==> config.mk <==
export PLATFORM = sky130hd
export DESIGN_NAME = serial_port_data_buffers
export DESIGN_NICKNAME = d
export VERILOG_FILES = /design/src/verilog/serial_port_pkg.sv /design/src/verilog/serial_port_data_buffers.sv
export SDC_FILE = /design/constraint.sdc
export NUM_CORES = 1
export LEC_CHECK = 0
export BUFFER_PORTS_ARGS = -buffer_cell sky130_fd_sc_hd__clkbuf_2
export CAP_MARGIN = 10
export CORE_ASPECT_RATIO = 1.4
export CORE_MARGIN = 2
export CORE_UTILIZATION = 50
export DETAILED_ROUTE_END_ITERATION = 10
export PLACE_DENSITY_LB_ADDON = 0.15
export REMOVE_ABC_BUFFERS = 1
export SETUP_SLACK_MARGIN = 0.2
export SLEW_MARGIN = 15
export SYNTH_ARGS = -nofsm -noshare
export SYNTH_HDL_FRONTEND = slang
export SYNTH_SLANG_ARGS = --single-unit
==> constraint.sdc <==
create_clock -name pclk -period 7.13 [get_ports pclk]
set_input_delay 0.3565 -clock pclk [delete_from_list [all_inputs] [get_ports pclk]]
set_output_delay 0.3565 -clock pclk [all_outputs]
set_load 0.1 [all_outputs]
==> src/verilog/serial_port_pkg.sv <==
// Purpose: shared constants and types for the serial port data buffers
// Assumes: byte registers on a 32-bit APB, one register per aligned word
// Notes: register indices are word numbers; byte address = index * 4
package serial_port_pkg;

  // register indices (byte address is four times the index)
  localparam logic [5:0] REG_RX_LOW = 6'h00;
  localparam logic [5:0] REG_RX_HIGH = 6'h01;
  localparam logic [5:0] REG_TX_LOW = 6'h02;
  localparam logic [5:0] REG_TX_HIGH = 6'h03;
  localparam logic [5:0] REG_STATUS = 6'h04;
  localparam logic [5:0] REG_CTRL_A = 6'h05;
  localparam logic [5:0] REG_CTRL_B = 6'h06;
  localparam logic [5:0] REG_CTRL_C = 6'h07;
  localparam logic [5:0] REG_BAUD_LO = 6'h08;
  localparam logic [5:0] REG_BAUD_HI = 6'h09;
  localparam logic [5:0] REG_DEBUG = 6'h0b;
  localparam logic [5:0] REG_EVENT = 6'h0c;
  localparam logic [5:0] REG_TX_PULSE = 6'h0d;
  localparam logic [5:0] REG_RX_PULSE = 6'h0e;
  localparam logic [5:0] REG_INT_STATUS = 6'h10;
  localparam logic [5:0] REG_INT_ENABLE = 6'h11;
  localparam logic [5:0] REG_INT_CLEAR = 6'h12;

  // field positions
  localparam int RXH_COMPLETE = 7;
  localparam int RXH_OVERFLOW = 6;
  localparam int RXH_FRAME = 2;
  localparam int RXH_PARITY = 1;
  localparam int ST_TX_COMPLETE = 6;
  localparam int ST_TX_EMPTY = 5;
  localparam int CB_RX_ENABLE = 7;
  localparam int CB_TX_ENABLE = 6;
  localparam int CC_STOP_BITS = 3;

  // field codes
  localparam logic [1:0] RX_MODE_LIN = 2'h3;
  localparam logic [1:0] COMM_SPI_MASTER = 2'h3;
  localparam logic [2:0] SIZE_NINE_LOW_FIRST = 3'h6;
  localparam logic [2:0] SIZE_NINE_HIGH_FIRST = 3'h7;
  localparam logic [1:0] PARITY_EVEN = 2'h2;
  localparam logic [1:0] PARITY_ODD = 2'h3;
  localparam logic [7:0] BREAK_CHAR = 8'h00;

  // reset values
  localparam logic [15:0] BAUD_RESET = 16'h0010;
  localparam logic [7:0] BYTE_RESET = 8'h00;

  // interrupt event bits
  localparam int INT_RX_COMPLETE = 0;
  localparam int INT_TX_COMPLETE = 1;
  localparam int INT_TX_EMPTY = 2;
  localparam int INT_OVERFLOW = 3;
  localparam int INT_FRAME = 4;
  localparam int INT_BITS = 5;

  // one receive queue entry: character plus its own flags
  typedef struct packed {
    logic [8:0] data;
    logic frame_error;
    logic parity_error;
  } rx_entry_t;

  typedef enum logic [4:0] {
    RX_IDLE = 5'b00001,
    RX_START = 5'b00010,
    RX_DATA = 5'b00100,
    RX_PAR = 5'b01000,
    RX_STOP = 5'b10000
  } rx_state_t;

  typedef enum logic [4:0] {
    TX_IDLE = 5'b00001,
    TX_START = 5'b00010,
    TX_DATA = 5'b00100,
    TX_PAR = 5'b01000,
    TX_STOP = 5'b10000
  } tx_state_t;

endpackage : serial_port_pkg

==> src/verilog/serial_port_data_buffers.sv <==
// Purpose: receive queue, transmit buffer and shifters of a serial port, APB registers
// Assumes: one clock pclk, rxd asynchronous, baud register = pclk cycles per bit
// Notes: upper bits of short characters are dropped on send and zeroed on receive
// Contract
// - two-entry first-in first-out receive queue
// - reading receive buffer advances queue and flags
// - low byte read returns oldest character
// - receive flag shows unread data; disable flushes
// - overflow: queue full, shifter full, new start
// - frame error reflects first stop bit only
// - parity error only when checking enabled, or for the LIN identifier
// - LIN mode: parity reports identifier check
// - LIN mode bit 8: identifier zero, data one
// - error flags unused as synchronous master
// - transmit writes ignored while buffer full
// - buffer moves to empty shifter, then sent
// - short characters: upper bits ignored, zeroed
// - buffer-empty flag: reset set, write clears
`timescale 1ns/1ps
module serial_port_data_buffers #(
  parameter int ADDR_WIDTH = 8
) (
  input wire logic pclk, // bus clock, 10 MHz
  input wire logic presetn, // asynchronous reset, active low
  input wire logic psel, // apb select
  input wire logic penable, // apb access phase
  input wire logic pwrite, // apb write
  input wire logic [ADDR_WIDTH-1:0] paddr, // apb byte address
  input wire logic [31:0] pwdata, // apb write data
  input wire logic [3:0] pstrb, // apb byte strobes
  output logic [31:0] prdata, // apb read data
  output logic pready, // apb ready
  output logic pslverr, // apb error, unmapped address
  input wire logic rxd, // serial receive line
  output logic txd, // serial transmit line
  output logic irq // interrupt, level, active high
);

  typedef struct packed {
    logic sync1;
    logic sync2;
    logic [31:0] prdata;
    logic pready;
    logic pslverr;
    logic pop_ok;
    logic txd;
    logic irq;
    logic [7:0] ctrl_a;
    logic [7:0] ctrl_b;
    logic [7:0] ctrl_c;
    logic [7:0] debug;
    logic [7:0] event_ctrl;
    logic [7:0] tx_pulse;
    logic [7:0] rx_pulse;
    logic [15:0] baud;
    serial_port_pkg::rx_entry_t [1:0] fifo;
    logic [1:0] count;
    serial_port_pkg::rx_entry_t hold;
    logic hold_valid;
    logic overflow;
    serial_port_pkg::rx_state_t rx_state;
    logic [15:0] rx_cnt;
    logic [3:0] rx_bit;
    logic [8:0] rx_shift;
    logic rx_par;
    logic [1:0] lin_seq;
    logic [8:0] tx_buf;
    logic tx_buf_valid;
    logic tx_wait_high;
    logic tx_bit8;
    serial_port_pkg::tx_state_t tx_state;
    logic [15:0] tx_cnt;
    logic [3:0] tx_bit;
    logic [8:0] tx_shift;
    logic tx_par;
    logic tx_stop2;
    logic tx_complete;
    logic [serial_port_pkg::INT_BITS-1:0] int_status;
    logic [serial_port_pkg::INT_BITS-1:0] int_enable;
  } core_t;

  core_t q;
  core_t next_q;

  function automatic logic [3:0] char_bits(input logic [2:0] size);
    logic [3:0] n;
    n = 4'd8;
    if (size <= 3'h3) begin
      n = {1'b0, size} + 4'd5;
    end else if (size == serial_port_pkg::SIZE_NINE_LOW_FIRST ||
                 size == serial_port_pkg::SIZE_NINE_HIGH_FIRST) begin
      n = 4'd9;
    end
    return n;
  endfunction : char_bits

  function automatic logic [8:0] mask_bits(input logic [8:0] d, input logic [3:0] n);
    logic [8:0] m;
    m = 9'h1ff >> (4'd9 - n);
    return d & m;
  endfunction : mask_bits

  // protected identifier parity check, bits 7:6 against the id
  function automatic logic pid_bad(input logic [7:0] d);
    logic p0;
    logic p1;
    p0 = d[0] ^ d[1] ^ d[2] ^ d[4];
    p1 = ~(d[1] ^ d[3] ^ d[4] ^ d[5]);
    return (p0 != d[6]) || (p1 != d[7]);
  endfunction : pid_bad

  logic [3:0] nbits;
  logic nine_low_first;
  logic parity_on;
  logic parity_odd;
  logic lin_mode;
  logic spi_master;
  logic [15:0] period;
  logic [5:0] index;
  logic setup;
  logic access;
  logic mapped;
  logic [31:0] rdata;
  logic pop;
  logic [serial_port_pkg::INT_BITS-1:0] events;
  logic [serial_port_pkg::INT_BITS-1:0] clears;
  serial_port_pkg::rx_entry_t entry;
  logic rx_line;

  always_comb begin
    nbits = char_bits(q.ctrl_c[2:0]);
    nine_low_first = q.ctrl_c[2:0] == serial_port_pkg::SIZE_NINE_LOW_FIRST;
    parity_on = q.ctrl_c[5:4] == serial_port_pkg::PARITY_EVEN ||
                q.ctrl_c[5:4] == serial_port_pkg::PARITY_ODD;
    parity_odd = q.ctrl_c[5:4] == serial_port_pkg::PARITY_ODD;
    lin_mode = q.ctrl_b[2:1] == serial_port_pkg::RX_MODE_LIN;
    spi_master = q.ctrl_c[7:6] == serial_port_pkg::COMM_SPI_MASTER;
    period = (q.baud == 16'h0000) ? 16'h0001 : q.baud;
    index = paddr[7:2];
    setup = psel && !penable;
    access = psel && penable && q.pready;
    rx_line = q.sync2;
    mapped = (paddr[1:0] == 2'h0) && (paddr[ADDR_WIDTH-1:2] <= 6'h12) &&
             (index != 6'h0a) && (index != 6'h0f);
    rdata = 32'h0000_0000;
    case (index)
      serial_port_pkg::REG_RX_LOW: rdata[7:0] = q.fifo[0].data[7:0];
      serial_port_pkg::REG_RX_HIGH: begin
        rdata[serial_port_pkg::RXH_COMPLETE] = q.count != 2'h0;
        rdata[serial_port_pkg::RXH_OVERFLOW] = q.overflow && !spi_master;
        rdata[serial_port_pkg::RXH_FRAME] = q.fifo[0].frame_error && !spi_master;
        rdata[serial_port_pkg::RXH_PARITY] = q.fifo[0].parity_error && !spi_master;
        rdata[0] = q.fifo[0].data[8];
      end
      serial_port_pkg::REG_TX_LOW: rdata[7:0] = q.tx_buf[7:0];
      serial_port_pkg::REG_STATUS: begin
        rdata[serial_port_pkg::RXH_COMPLETE] = q.count != 2'h0;
        rdata[serial_port_pkg::ST_TX_COMPLETE] = q.tx_complete;
        rdata[serial_port_pkg::ST_TX_EMPTY] = !q.tx_buf_valid;
      end
      serial_port_pkg::REG_CTRL_A: rdata[7:0] = q.ctrl_a;
      serial_port_pkg::REG_CTRL_B: rdata[7:0] = q.ctrl_b;
      serial_port_pkg::REG_CTRL_C: rdata[7:0] = q.ctrl_c;
      serial_port_pkg::REG_BAUD_LO: rdata[7:0] = q.baud[7:0];
      serial_port_pkg::REG_BAUD_HI: rdata[7:0] = q.baud[15:8];
      serial_port_pkg::REG_DEBUG: rdata[7:0] = q.debug;
      serial_port_pkg::REG_EVENT: rdata[7:0] = q.event_ctrl;
      serial_port_pkg::REG_TX_PULSE: rdata[7:0] = q.tx_pulse;
      serial_port_pkg::REG_RX_PULSE: rdata[7:0] = q.rx_pulse;
      serial_port_pkg::REG_INT_STATUS: rdata[serial_port_pkg::INT_BITS-1:0] = q.int_status;
      serial_port_pkg::REG_INT_ENABLE: rdata[serial_port_pkg::INT_BITS-1:0] = q.int_enable;
      default: rdata = 32'h0000_0000;
    endcase
    if (!mapped) begin
      rdata = 32'h0000_0000;
    end

    next_q = q;
    events = '0;
    clears = '0;
    entry = '0;
    next_q.sync1 = rxd;
    next_q.sync2 = q.sync1;

    // bus slave: answer in the first access cycle
    next_q.pready = setup;
    if (setup) begin
      next_q.prdata = rdata;
      next_q.pslverr = !mapped;
      next_q.pop_ok = q.count != 2'h0;
    end

    // queue advances on the read that completes a character
    pop = access && !pwrite && q.pop_ok && mapped &&
          (nine_low_first ? index == serial_port_pkg::REG_RX_HIGH
                          : index == serial_port_pkg::REG_RX_LOW);
    if (pop) begin
      next_q.fifo[0] = q.fifo[1];
      next_q.overflow = 1'b0;
      if (q.hold_valid) begin
        next_q.fifo[1] = q.hold;
        next_q.hold_valid = 1'b0;
      end else begin
        next_q.count = q.count - 2'h1;
      end
    end

    if (access && pwrite && mapped && pstrb[0]) begin
      case (index)
        serial_port_pkg::REG_TX_LOW: begin
          if (!q.tx_buf_valid) begin
            next_q.tx_buf = mask_bits({q.tx_bit8, pwdata[7:0]}, nbits);
            next_q.tx_buf_valid = 1'b1;
            next_q.tx_wait_high = nine_low_first;
          end
        end
        serial_port_pkg::REG_TX_HIGH: begin
          next_q.tx_bit8 = pwdata[0];
          if (q.tx_wait_high) begin
            next_q.tx_buf[8] = pwdata[0];
            next_q.tx_wait_high = 1'b0;
          end
        end
        serial_port_pkg::REG_STATUS: begin
          if (pwdata[serial_port_pkg::ST_TX_COMPLETE]) begin
            next_q.tx_complete = 1'b0;
          end
        end
        serial_port_pkg::REG_CTRL_A: next_q.ctrl_a = pwdata[7:0];
        serial_port_pkg::REG_CTRL_B: next_q.ctrl_b = pwdata[7:0] & 8'hdf;
        serial_port_pkg::REG_CTRL_C: next_q.ctrl_c = pwdata[7:0];
        serial_port_pkg::REG_BAUD_LO: next_q.baud[7:0] = pwdata[7:0];
        serial_port_pkg::REG_BAUD_HI: next_q.baud[15:8] = pwdata[7:0];
        serial_port_pkg::REG_DEBUG: next_q.debug = pwdata[7:0] & 8'h01;
        serial_port_pkg::REG_EVENT: next_q.event_ctrl = pwdata[7:0] & 8'h01;
        serial_port_pkg::REG_TX_PULSE: next_q.tx_pulse = pwdata[7:0];
        serial_port_pkg::REG_RX_PULSE: next_q.rx_pulse = pwdata[7:0] & 8'h7f;
        serial_port_pkg::REG_INT_ENABLE: begin
          next_q.int_enable = pwdata[serial_port_pkg::INT_BITS-1:0];
        end
        serial_port_pkg::REG_INT_CLEAR: clears = pwdata[serial_port_pkg::INT_BITS-1:0];
        default: next_q.ctrl_a = q.ctrl_a;
      endcase
    end

    // receiver
    if (q.rx_cnt != 16'h0000) begin
      next_q.rx_cnt = q.rx_cnt - 16'h0001;
    end
    case (q.rx_state)
      serial_port_pkg::RX_IDLE: begin
        if (!rx_line) begin
          next_q.rx_state = serial_port_pkg::RX_START;
          next_q.rx_cnt = period >> 1;
          if (q.count == 2'h2 && q.hold_valid && !spi_master) begin
            next_q.overflow = 1'b1;
            events[serial_port_pkg::INT_OVERFLOW] = 1'b1;
          end
        end
      end
      serial_port_pkg::RX_START: begin
        if (q.rx_cnt == 16'h0000) begin
          next_q.rx_state = rx_line ? serial_port_pkg::RX_IDLE : serial_port_pkg::RX_DATA;
          next_q.rx_cnt = period - 16'h0001;
          next_q.rx_bit = 4'h0;
          next_q.rx_shift = 9'h000;
        end
      end
      serial_port_pkg::RX_DATA: begin
        if (q.rx_cnt == 16'h0000) begin
          next_q.rx_shift[q.rx_bit] = rx_line;
          next_q.rx_bit = q.rx_bit + 4'h1;
          next_q.rx_cnt = period - 16'h0001;
          if (q.rx_bit == nbits - 4'h1) begin
            next_q.rx_state = parity_on ? serial_port_pkg::RX_PAR : serial_port_pkg::RX_STOP;
          end
        end
      end
      serial_port_pkg::RX_PAR: begin
        if (q.rx_cnt == 16'h0000) begin
          next_q.rx_par = rx_line;
          next_q.rx_cnt = period - 16'h0001;
          next_q.rx_state = serial_port_pkg::RX_STOP;
        end
      end
      serial_port_pkg::RX_STOP: begin
        if (q.rx_cnt == 16'h0000) begin
          // only the first stop bit is sampled
          entry.data = mask_bits(q.rx_shift, nbits);
          entry.frame_error = !rx_line && !spi_master;
          entry.parity_error = parity_on && !spi_master &&
                               (q.rx_par != ((^entry.data) ^ parity_odd));
          if (lin_mode) begin
            entry.data[8] = q.lin_seq != 2'h1;
            if (q.lin_seq == 2'h1) begin
              entry.parity_error = pid_bad(entry.data[7:0]) && !spi_master;
            end
            if (q.lin_seq != 2'h0) begin
              next_q.lin_seq = q.lin_seq - 2'h1;
            end
            if (entry.frame_error && entry.data[7:0] == serial_port_pkg::BREAK_CHAR) begin
              next_q.lin_seq = 2'h2;
            end
          end
          if (next_q.count != 2'h2) begin
            next_q.fifo[next_q.count[0]] = entry;
            next_q.count = next_q.count + 2'h1;
          end else begin
            next_q.hold = entry;
            next_q.hold_valid = 1'b1;
          end
          events[serial_port_pkg::INT_RX_COMPLETE] = 1'b1;
          events[serial_port_pkg::INT_FRAME] = entry.frame_error;
          next_q.rx_state = serial_port_pkg::RX_IDLE;
        end
      end
      default: next_q.rx_state = serial_port_pkg::RX_IDLE;
    endcase
    if (!q.ctrl_b[serial_port_pkg::CB_RX_ENABLE]) begin
      next_q.count = 2'h0;
      next_q.hold_valid = 1'b0;
      next_q.overflow = 1'b0;
      next_q.lin_seq = 2'h0;
      next_q.rx_state = serial_port_pkg::RX_IDLE;
    end

    // transmitter
    if (q.tx_cnt != 16'h0000) begin
      next_q.tx_cnt = q.tx_cnt - 16'h0001;
    end
    case (q.tx_state)
      serial_port_pkg::TX_IDLE: begin
        next_q.txd = 1'b1;
        if (q.ctrl_b[serial_port_pkg::CB_TX_ENABLE] && q.tx_buf_valid && !q.tx_wait_high &&
            !(access && pwrite && index == serial_port_pkg::REG_TX_HIGH && nine_low_first)) begin
          next_q.tx_shift = q.tx_buf;
          next_q.tx_par = (^q.tx_buf) ^ parity_odd;
          next_q.tx_buf_valid = 1'b0;
          next_q.tx_state = serial_port_pkg::TX_START;
          next_q.tx_cnt = period - 16'h0001;
          next_q.txd = 1'b0;
          events[serial_port_pkg::INT_TX_EMPTY] = 1'b1;
        end
      end
      serial_port_pkg::TX_START: begin
        if (q.tx_cnt == 16'h0000) begin
          next_q.txd = q.tx_shift[0];
          next_q.tx_bit = 4'h0;
          next_q.tx_cnt = period - 16'h0001;
          next_q.tx_state = serial_port_pkg::TX_DATA;
        end
      end
      serial_port_pkg::TX_DATA: begin
        if (q.tx_cnt == 16'h0000) begin
          next_q.tx_cnt = period - 16'h0001;
          next_q.tx_shift = q.tx_shift >> 1;
          next_q.tx_bit = q.tx_bit + 4'h1;
          next_q.txd = q.tx_shift[1];
          if (q.tx_bit == nbits - 4'h1) begin
            next_q.tx_stop2 = q.ctrl_c[serial_port_pkg::CC_STOP_BITS];
            next_q.tx_state = parity_on ? serial_port_pkg::TX_PAR : serial_port_pkg::TX_STOP;
            next_q.txd = parity_on ? q.tx_par : 1'b1;
          end
        end
      end
      serial_port_pkg::TX_PAR: begin
        if (q.tx_cnt == 16'h0000) begin
          next_q.tx_cnt = period - 16'h0001;
          next_q.txd = 1'b1;
          next_q.tx_state = serial_port_pkg::TX_STOP;
        end
      end
      serial_port_pkg::TX_STOP: begin
        if (q.tx_cnt == 16'h0000) begin
          next_q.tx_cnt = period - 16'h0001;
          next_q.tx_stop2 = 1'b0;
          if (!q.tx_stop2) begin
            next_q.tx_state = serial_port_pkg::TX_IDLE;
            if (!next_q.tx_buf_valid) begin
              next_q.tx_complete = 1'b1;
              events[serial_port_pkg::INT_TX_COMPLETE] = 1'b1;
            end
          end
        end
      end
      default: next_q.tx_state = serial_port_pkg::TX_IDLE;
    endcase

    // sticky interrupt status: a new event beats its clear
    next_q.int_status = (q.int_status & ~clears) | events;
    next_q.irq = |(next_q.int_status & next_q.int_enable);
  end

  always_ff @(posedge pclk or negedge presetn) begin
    if (!presetn) begin
      q <= '0;
      q.sync1 <= 1'b1;
      q.sync2 <= 1'b1;
      q.txd <= 1'b1;
      q.baud <= serial_port_pkg::BAUD_RESET;
      q.ctrl_b <= serial_port_pkg::BYTE_RESET;
      q.rx_state <= serial_port_pkg::RX_IDLE;
      q.tx_state <= serial_port_pkg::TX_IDLE;
    end else begin
      q <= next_q;
    end
  end

  assign prdata = q.prdata;
  assign pready = q.pready;
  assign pslverr = q.pslverr;
  assign txd = q.txd;
  assign irq = q.irq;

endmodule : serial_port_data_buffers

# After elaboration in Yosys (flattened, before gate mapping)
# Cells that the tools add are included.
[totals] register_bits=228 input_bits=50 wordCells=340
[op_classes] n_addsub=11 magnitude_cmp=6 n_eq_ne=64 shift=1 mux=108 bitwise_logic=17 reduce_logical=84
[ops] operator="$mux 34" count=3
[ops] operator="$mux 21" count=4
[ops] operator="$pmux 16 s5" count=1
[ops] operator="$mux 36" count=2
[ops] operator="$pmux 16 s4" count=1
[ops] operator="$pmux 5 s5" count=2
[ops] operator="$logic_not 16->1" count=3
[ops] operator="$mux 16" count=3
[ops] operator="$mux 24" count=2
[ops] operator="$sub 16x1->16 const B" count=3
[ops] operator="$mux 5" count=9
[ops] operator="$mux 1" count=44
[ops] operator="$pmux 2 s11" count=2
[ops] operator="$pmux 3 s14" count=1
[ops] operator="$eq 6x4->1 const B" count=6
[ops] operator="$mux 11" count=3
[ops] operator="$reduce_bool 16->1" count=2
[ops] operator="$logic_and 1x1->1" count=30
[ops] operator="$pmux 13 s2" count=1
[ops] operator="$mux 25" count=1
[ops] operator="$eq 6x3->1 const B" count=4
[ops] operator="$ne 2x2->1 const B" count=12
[ops] operator="$reduce_and 2->1" count=12
[ops] operator="$bwmux 22" count=1
[ops] operator="other kinds (65)" count=139

# Logic depth before layout (Yosys ltp)
# Gate-level depths: netlist (run 1).
[depth] ltp_word=23 ltp_mapped=16

# Worst setup path after synthesis (run 1)
# Ideal clock, no wire load.
[synth_timing] path_type="reg-to-reg" start="register q[183] in the netlist's numbering" end="register q[111] in the netlist's numbering" setup_ns=0.137 arrival_ns=3.339 t_required_ns=6.993 slack_ns=3.654 stages_incl_launch_ff=16 cell_sequence="dfrtp_1 inv_1 ha_1 a21o_1 a21oi_1 inv_1 ha_1 o311ai_0 o2111ai_1 ha_1 xor2_1 xnor2_1 xnor2_1 o21ai_0 o32ai_1 o21ai_0"
[synth_lines] item="start, declared" line="serial_port_data_buffers.sv:82" source="core_t q;"
[synth_lines] item="start signal, assigned" line="serial_port_data_buffers.sv:405" source="q <= next_q;"

==> results of run 1 <==
==> timing repair <==
item | in CTS | in global routing
resized for setup | 0 | 0
hold buffers | 2 | 0
endpoints found under the hold margin | 69 | 0
endpoints found under the setup margin | 0 | 0
==> kinds of logic (layout without fill, tap and decap cells) <==
| logic type | Yosys count | after routing | synth area share |
|---|---|---|---|
| muxes | 90 | 90 | 0.0860 |
| adders and majority gates | 28 | 28 | 0.0301 |
| buffers and inverters | 125 | 123 | 0.0519 |
| other | 1 | 24 | 0.000322 |
| and+or+nand+nor | 444 | 444 | 0.188 |
| DFF | 204 | 204 | 0.439 |
| xor gates and xnor gates | 66 | 66 | 0.0497 |
| AOI/OAI and AO/OA | 270 | 270 | 0.154 |
==> worst max path at each step <==
stage / startpoint / end / slack [ps] / cells after the start
2_1_floorplan: q[183] / q[111] / 3660 / 15
3_3_place_gp: q[183] / q[98] / 2960 / 15
3_5_place_dp: q[183] / q[111] / 2930 / 15
4_1_cts: q[183] / q[111] / 2920 / 15
5_1_grt: q[183] / q[111] / 2510 / 15
6_report: q[183] / q[111] / 2920 / 15
==> per-layer routing <==
| metal | track usage | vias to the layer above | share of wire |
|---|---|---|---|
| met3 | 0.0264 | 84 | 0.043 |
| met5 | 0 | - | 0 |
| met4 | 0.142 | 0 | 0.060 |
| met2 | 0.480 | 274 | 0.50 |
| li1 | - | 4331 | - |
| met1 | 0.324 | 4532 | 0.40 |
==> power by group through the flow <==
stage                     Clock (mW)  Combinational [mW]  Sequential [mW]
after floorplan                    0               0.296             1.25
after global placement             0               0.432             1.25
after detailed placement           0               0.437             1.26
after CTS                       1.18               0.441             1.24
after global routing            1.22               0.488             1.24
final                           1.16               0.442             1.24
==> state kept, by name (all words and copies together) (netlist names) <==
register / cells
q: 190
prdata: 8
irq: 1
next_q: 1
pready: 1
pslverr: 1
rx_line: 1
txd: 1
==> worst max-delay path, delay by kind of cell (launching register included) <==
kind                       cells  cell delay [ps]
DFF                            1              530
buffers and inverters          2              230
adders and majority gates      3              970
xor gates and xnor gates       3              510
AOI/OAI and AO/OA              7             1830
==> stage by stage <==
stage	hold slack [ps]	cells	worst slack [ps]
after global routing	257	1555	2510
after detailed placement	349	1513	2930
after floorplan	60.9	1164	3660
after CTS	237	1555	2920
final	267	1555	2920
after global placement	348	1513	2960
==> cell type report <==
| class | instances | area (sq um) |
|---|---|---|
| clock buffers | 32 | 659 |
| clock inverters | 8 | 70.1 |
| fillers | 2078 | 10400 |
| inverters | 38 | 143 |
| multi-input cells | 922 | 6030 |
| flip-flops and latches | 204 | 5110 |
| well taps | 306 | 383 |
| repair buffers | 45 | 267 |
==> cells in the final DEF (no fill, tap or decap), types with 12 or more instances in the layout <==
cell       netlist  final
nand2b_1        17     17
conb_1           1     24
nand2_1        148    148
mux2_2          76     76
nor2b_1         15     15
nand3b_1        12     12
nor2_1          90     90
a21oi_1         64     64
nor4_1          20     20
xnor2_1         47     47
a22oi_1         26     26
inv_1           38     38
nand3_1         26     26
clkbuf_16        0     23
clkbuf_2         1     33
mux2i_1         13     13
xor2_1          19     19
nor3_1          42     39
o21ai_0         78     78
and2_1          16     16
ha_1            28     28
dfrtp_1        198    198
==> run metrics, run 1 <==
status complete, no violations; Critical Path AT about 4600 ps; Reg2Reg Setup Slack slightly below 3000 ps; FF-to-FF Start q[183]; Hold Path End q[186]; Worst setup SP type flip-flop; RSZ-0062 raised after global routing no; core box area ~23,000 sq um; biggest area consumer among synthesized cells dfrtp_1; fin area between 10,000 and 15,000 sq um; hold_sp pwdata[5]; Post-synth top cells dfrtp_1 (198), nand2_1 (148), nor2_1 (90); first-pass GRT wire length ~50 mm; GP Congestion 0.968; WL/cell approximately 21 um; I/O pins 86; Site Rows 66; Design Power ~2.8 mW; DP Area approximately 12,000 sq um; GR Overflow Total 0; WP data required between 7000 and 8000 ps; Ys Warns 0; Fin Clk Skew between 9 and 10 ps; ANT cells 0; clock latency on the worst-skew pair around 510 ps; fraction of final layout cells sized beyond drive strength 1 0.155; share of power burned in registers 0.436; DRT Wirelength between 30 and 40 mm; post-CTS setup buffers 0; # setup viols final 0; leakage power ~5.5 nW; Final Critical Period around 4200 ps; Clock Tree Buf Depth 3; GR Util All Layers 0.270; Achievable Freq between 0.2 and 0.25 GHz; Area Overhead vs Synth 8.82%; Die Y roughly 180 um; Crit path top cell by count ha_1; Final Slew Violations 0; Tightest Hold Check Type input pin to flip-flop; max_slew headroom 0.295; Seq/Total Area, Yosys 0.439; synth unique cells 66; CTS tree built; # nets final between 1,000 and 1,500; max cap viols 0; CP max-delay cell dfrtp_1; Post-DRT Antenna Nets 0; Least-Margin Pin Slew ~1100 ps; Worst Hold Path Cells 3; ys flop type dfrtp_1; total net switching power 0.829 mW; RR Endpoint q[111]; CP max stage delay 530 ps; vias in the first global route ~9,000; Post-DP HPWL around 24 mm; vias approximately 9,000; Worst-path clk slew 70 ps; CP Capture Type flip-flop; Initial Util 0.505; initial antenna violation count 0; Hold Fails Final Rpt 0; Power Internal 2.01 mW; total die area ~25,000 sq um; R2R depth 15; via/cell ratio between 5 and 6; DR iter-0 viols roughly 610; H-tree depth 1; most common cell in the synthesized netlist dfrtp_1; Final period util 0.590; TritonCTS sink count between 200 and 250; TritonCTS buffer count 22; Clock power frac 0.408; Setup Crit Path Kind flip-flop to flip-flop; clk root buf clkbuf_16; top cell type's share of synthesized area 0.426; Die Wd 133 um; Synth Register Bits between 200 and 250; synth top area cells dfrtp_1 (43%), mux2_2 (7.4%), nand2_1 (4.8%), xnor2_1 (3.5%), o21ai_0 (3.4%); VDD IR max 0.151 mV; Final TNS setup 0 ps; syn avg cell area about 9.5 sq um; synthesized area ~12,000 sq um; Residual DRC 0; EDFF count, synth 0; IO buf count 34; final core utilization 0.549; post-synthesis async set-or-reset flop share 1.00; CP cell instances inv_1 -> ha_1 -> a21o_1 -> a21oi_1 -> inv_1 -> ha_1 -> o311ai_0 -> o2111ai_1 -> ha_1 -> xor2_1 -> xnor2_1 -> xnor2_1 -> o21ai_0 -> o32ai_1 -> o21ai_0; switching share of power 0.292; largest net degree at the start of global routing between 70 and 80; Comb power frac 0.156; worst-path fanout max 9; first-pass iteration count of the detailed router 6; Syn Inst Count ~1,200; Pwr Density between 200 and 250 nW/um^2
Note: power is estimated with default switching activity, not from simulation.
==> run 2, diff against run 1 <==
==> constraint.sdc (replaced) <==
create_clock -name pclk -period 4.05 [get_ports pclk]
set_input_delay 0.2025 -clock pclk [delete_from_list [all_inputs] [get_ports pclk]]
set_output_delay 0.2025 -clock pclk [all_outputs]
set_load 0.1 [all_outputs]
==> run metrics, run 2 (same netlist as run 1, synthesis figures left out) <==
status complete, no violations; via/cell ratio 5.94 (+0.14%); CTS tree built; first-pass GRT wire length 52.3 mm (+2.1%); max reg flops 190 (unchanged); Residual DRC 0 (unchanged); WP data required 4430 ps (-3080 ps); first-pass iteration count of the detailed router 5 (-1); Hold Fails Final Rpt 0 (unchanged); Fin Clk Skew 14.7 ps (+5.07 ps); core box area 23,000 sq um (unchanged); TritonCTS buffer count 22 (unchanged); Least-Margin Pin Slew 984 ps (-71.5 ps); VDD IR max 0.288 mV (+90%); WL/cell 21.1 um (+0.45%); ANT cells 0 (unchanged); pre-CTS setup slack 306 ps (-2620 ps); Initial Util 0.505 (unchanged); Final Slew Violations 0 (unchanged); CP cell instances ha_1 -> a21o_1 -> a21oi_2 -> inv_1 -> ha_1 -> nor2_1 -> nand2_1 -> ha_1 -> xor2_1 -> xnor2_1 -> xnor2_1 -> o21ai_0 -> o32ai_2 -> o21ai_0; met1 usage 0.334 (+0.00976); Achievable Freq 0.281 GHz (+18%); RSZ-0062 raised after global routing no; I/O pins 86 (unchanged); Tightest Hold Check Type input pin to flip-flop; M3 GR Usage 0.0264 (unchanged); most frequent cells in the layout dfrtp_1 (197), nand2_1 (148), nor2_1 (90); Top Usage Layer GRT met2; Design Power 4.98 mW (+75%); Largest Register q; Critical Path AT 3930 ps (-650 ps); # setup viols final 0 (unchanged); Setup Crit Path Kind flip-flop to flip-flop; Post-DP HPWL 24.3 mm (+1.9%); total die area 24,500 sq um (unchanged); Post-DRT Antenna Nets 0 (unchanged); setup ws final 497 ps (-2430 ps); GR Util All Layers 0.275 (+0.00511); DRT Wirelength 33.3 mm (+1.9%); GP Congestion 0.960 (-0.80%); most common cell after layout, fill and taps aside dfrtp_1; fin area 12,800 sq um (+1.4%); Area Overhead vs Synth 10.3%; Final TNS setup 0 ps (unchanged); hold_ws 82.6 ps (-185 ps); Crit path buffers/inverters 1 (-1); Worst setup SP type flip-flop; vias in the first global route 9,262 (+2.9%); Final Critical Period 3550 ps (-654 ps); Die Wd 133 um (unchanged); Crit path top cell by count ha_1; Site Rows 66 (unchanged); Final period util 0.877 (+0.287); # nets final 1,334 (+1.8%); DR iter-0 viols 643 (+5.6%); Worst-path clk slew 60 ps (about the same); initial antenna violation count 0 (unchanged); grt met2 use 0.483 (+0.00311); max_slew headroom 0.338 (+0.0431); max cap viols 0 (unchanged); Worst Hold Path Cells 3 (unchanged); CP Capture Type flip-flop; R2R depth 14 (-1); TritonCTS sink count 204 (unchanged); Hold Path End q[186]; DP Area 12,100 sq um (+1.4%); leakage power 5.57 nW (+2.1%); clock latency on the worst-skew pair 510 ps (about the same); cell family with most CP delay compound AO/OA/AOI/OAI gates; largest net degree at the start of global routing 99 (+30%); clk root buf clkbuf_16; FF-to-FF Start q[182]; Reg2Reg Setup Slack 500 ps (-2430 ps); RR Endpoint q[111]; Fill cells 2,076 (-0.096%); fraction of final layout cells sized beyond drive strength 1 0.171 (+0.0162); H-tree depth 1 (unchanged); area occupied by multi-input gates 6030 sq um (+0.10%); IO buf count 34 (unchanged); CP max-delay cell dfrtp_2; Clock Tree Buf Depth 3 (unchanged); GR Overflow Total 0 (unchanged); hold_sp pwdata[5]; Die Y 184 um (unchanged); vias 9,365 (+1.6%); area occupied by registers 5110 sq um (about the same); Pwr Density 388 nW/um^2 (+73%); CP max stage delay 490 ps (-40 ps); worst-path fanout max 9 (unchanged)
[run 2: what timing repair did]
action | in CTS | in global routing
endpoints found under the hold margin | 92 | 0
setup endpoints to repair | 0 | 3
gates resized for setup | 0 | 4
buffers inserted | 0 | 1
hold buffers | 2 | 0
[run 2: worst reg2reg max path: stages, from the launching register on]
cell and delay (ps):
dfrtp_2 490, ha_1 220, a21o_1 240, a21oi_2 200, inv_1 60, ha_1 330, nor2_1 270, nand2_1 200
ha_1 320, xor2_1 170, xnor2_1 180, xnor2_1 160, o21ai_0 120, o32ai_2 320, o21ai_0 150
[run 2: worst max-delay path by stage]
stage / start / to / slack, ps / depth (start not counted)
final: q[182] / q[111] / 500 / 14
after global routing: q[182] / q[111] / 200 / 14
after CTS: q[182] / q[111] / 280 / 14
after detailed placement: paddr[4] / q[123] / 310 / 11
after global placement: q[182] / q[111] / 350 / 14
after floorplan: q[183] / q[111] / 580 / 15
[run 2: layer usage]
| metal | share of wire | vias to the layer above |
|---|---|---|
| met4 | 0.057 | 0 |
| met1 | 0.40 | 4627 |
| met5 | 0 | - |
| met2 | 0.50 | 258 |
| met3 | 0.040 | 89 |
| li1 | - | 4391 |
[run 2: report_power, final]
group / switching, mW / internal (mW)
Clock: 0.844 / 1.16
Combinational: 0.544 / 0.255
Sequential: 0.0750 / 2.10
[run 2: final cells by class]
class,count,share of cell area
Multi-Input combinational cell,922,0.470
Tap cell,306,0.0298
Sequential cell,204,0.399
Inverter,38,0.0111
Clock inverter,9,0.00595
Clock buffer,30,0.0492
Timing Repair Buffer,68,0.0352
[run 2: metrics by stage]
step / utilization / std cells
5_1_grt: 0.557 / 1577
2_1_floorplan: - / 1164
3_5_place_dp: 0.524 / 1535
4_1_cts: 0.556 / 1576
3_3_place_gp: 0.524 / 1535
6_report: 0.557 / 1577
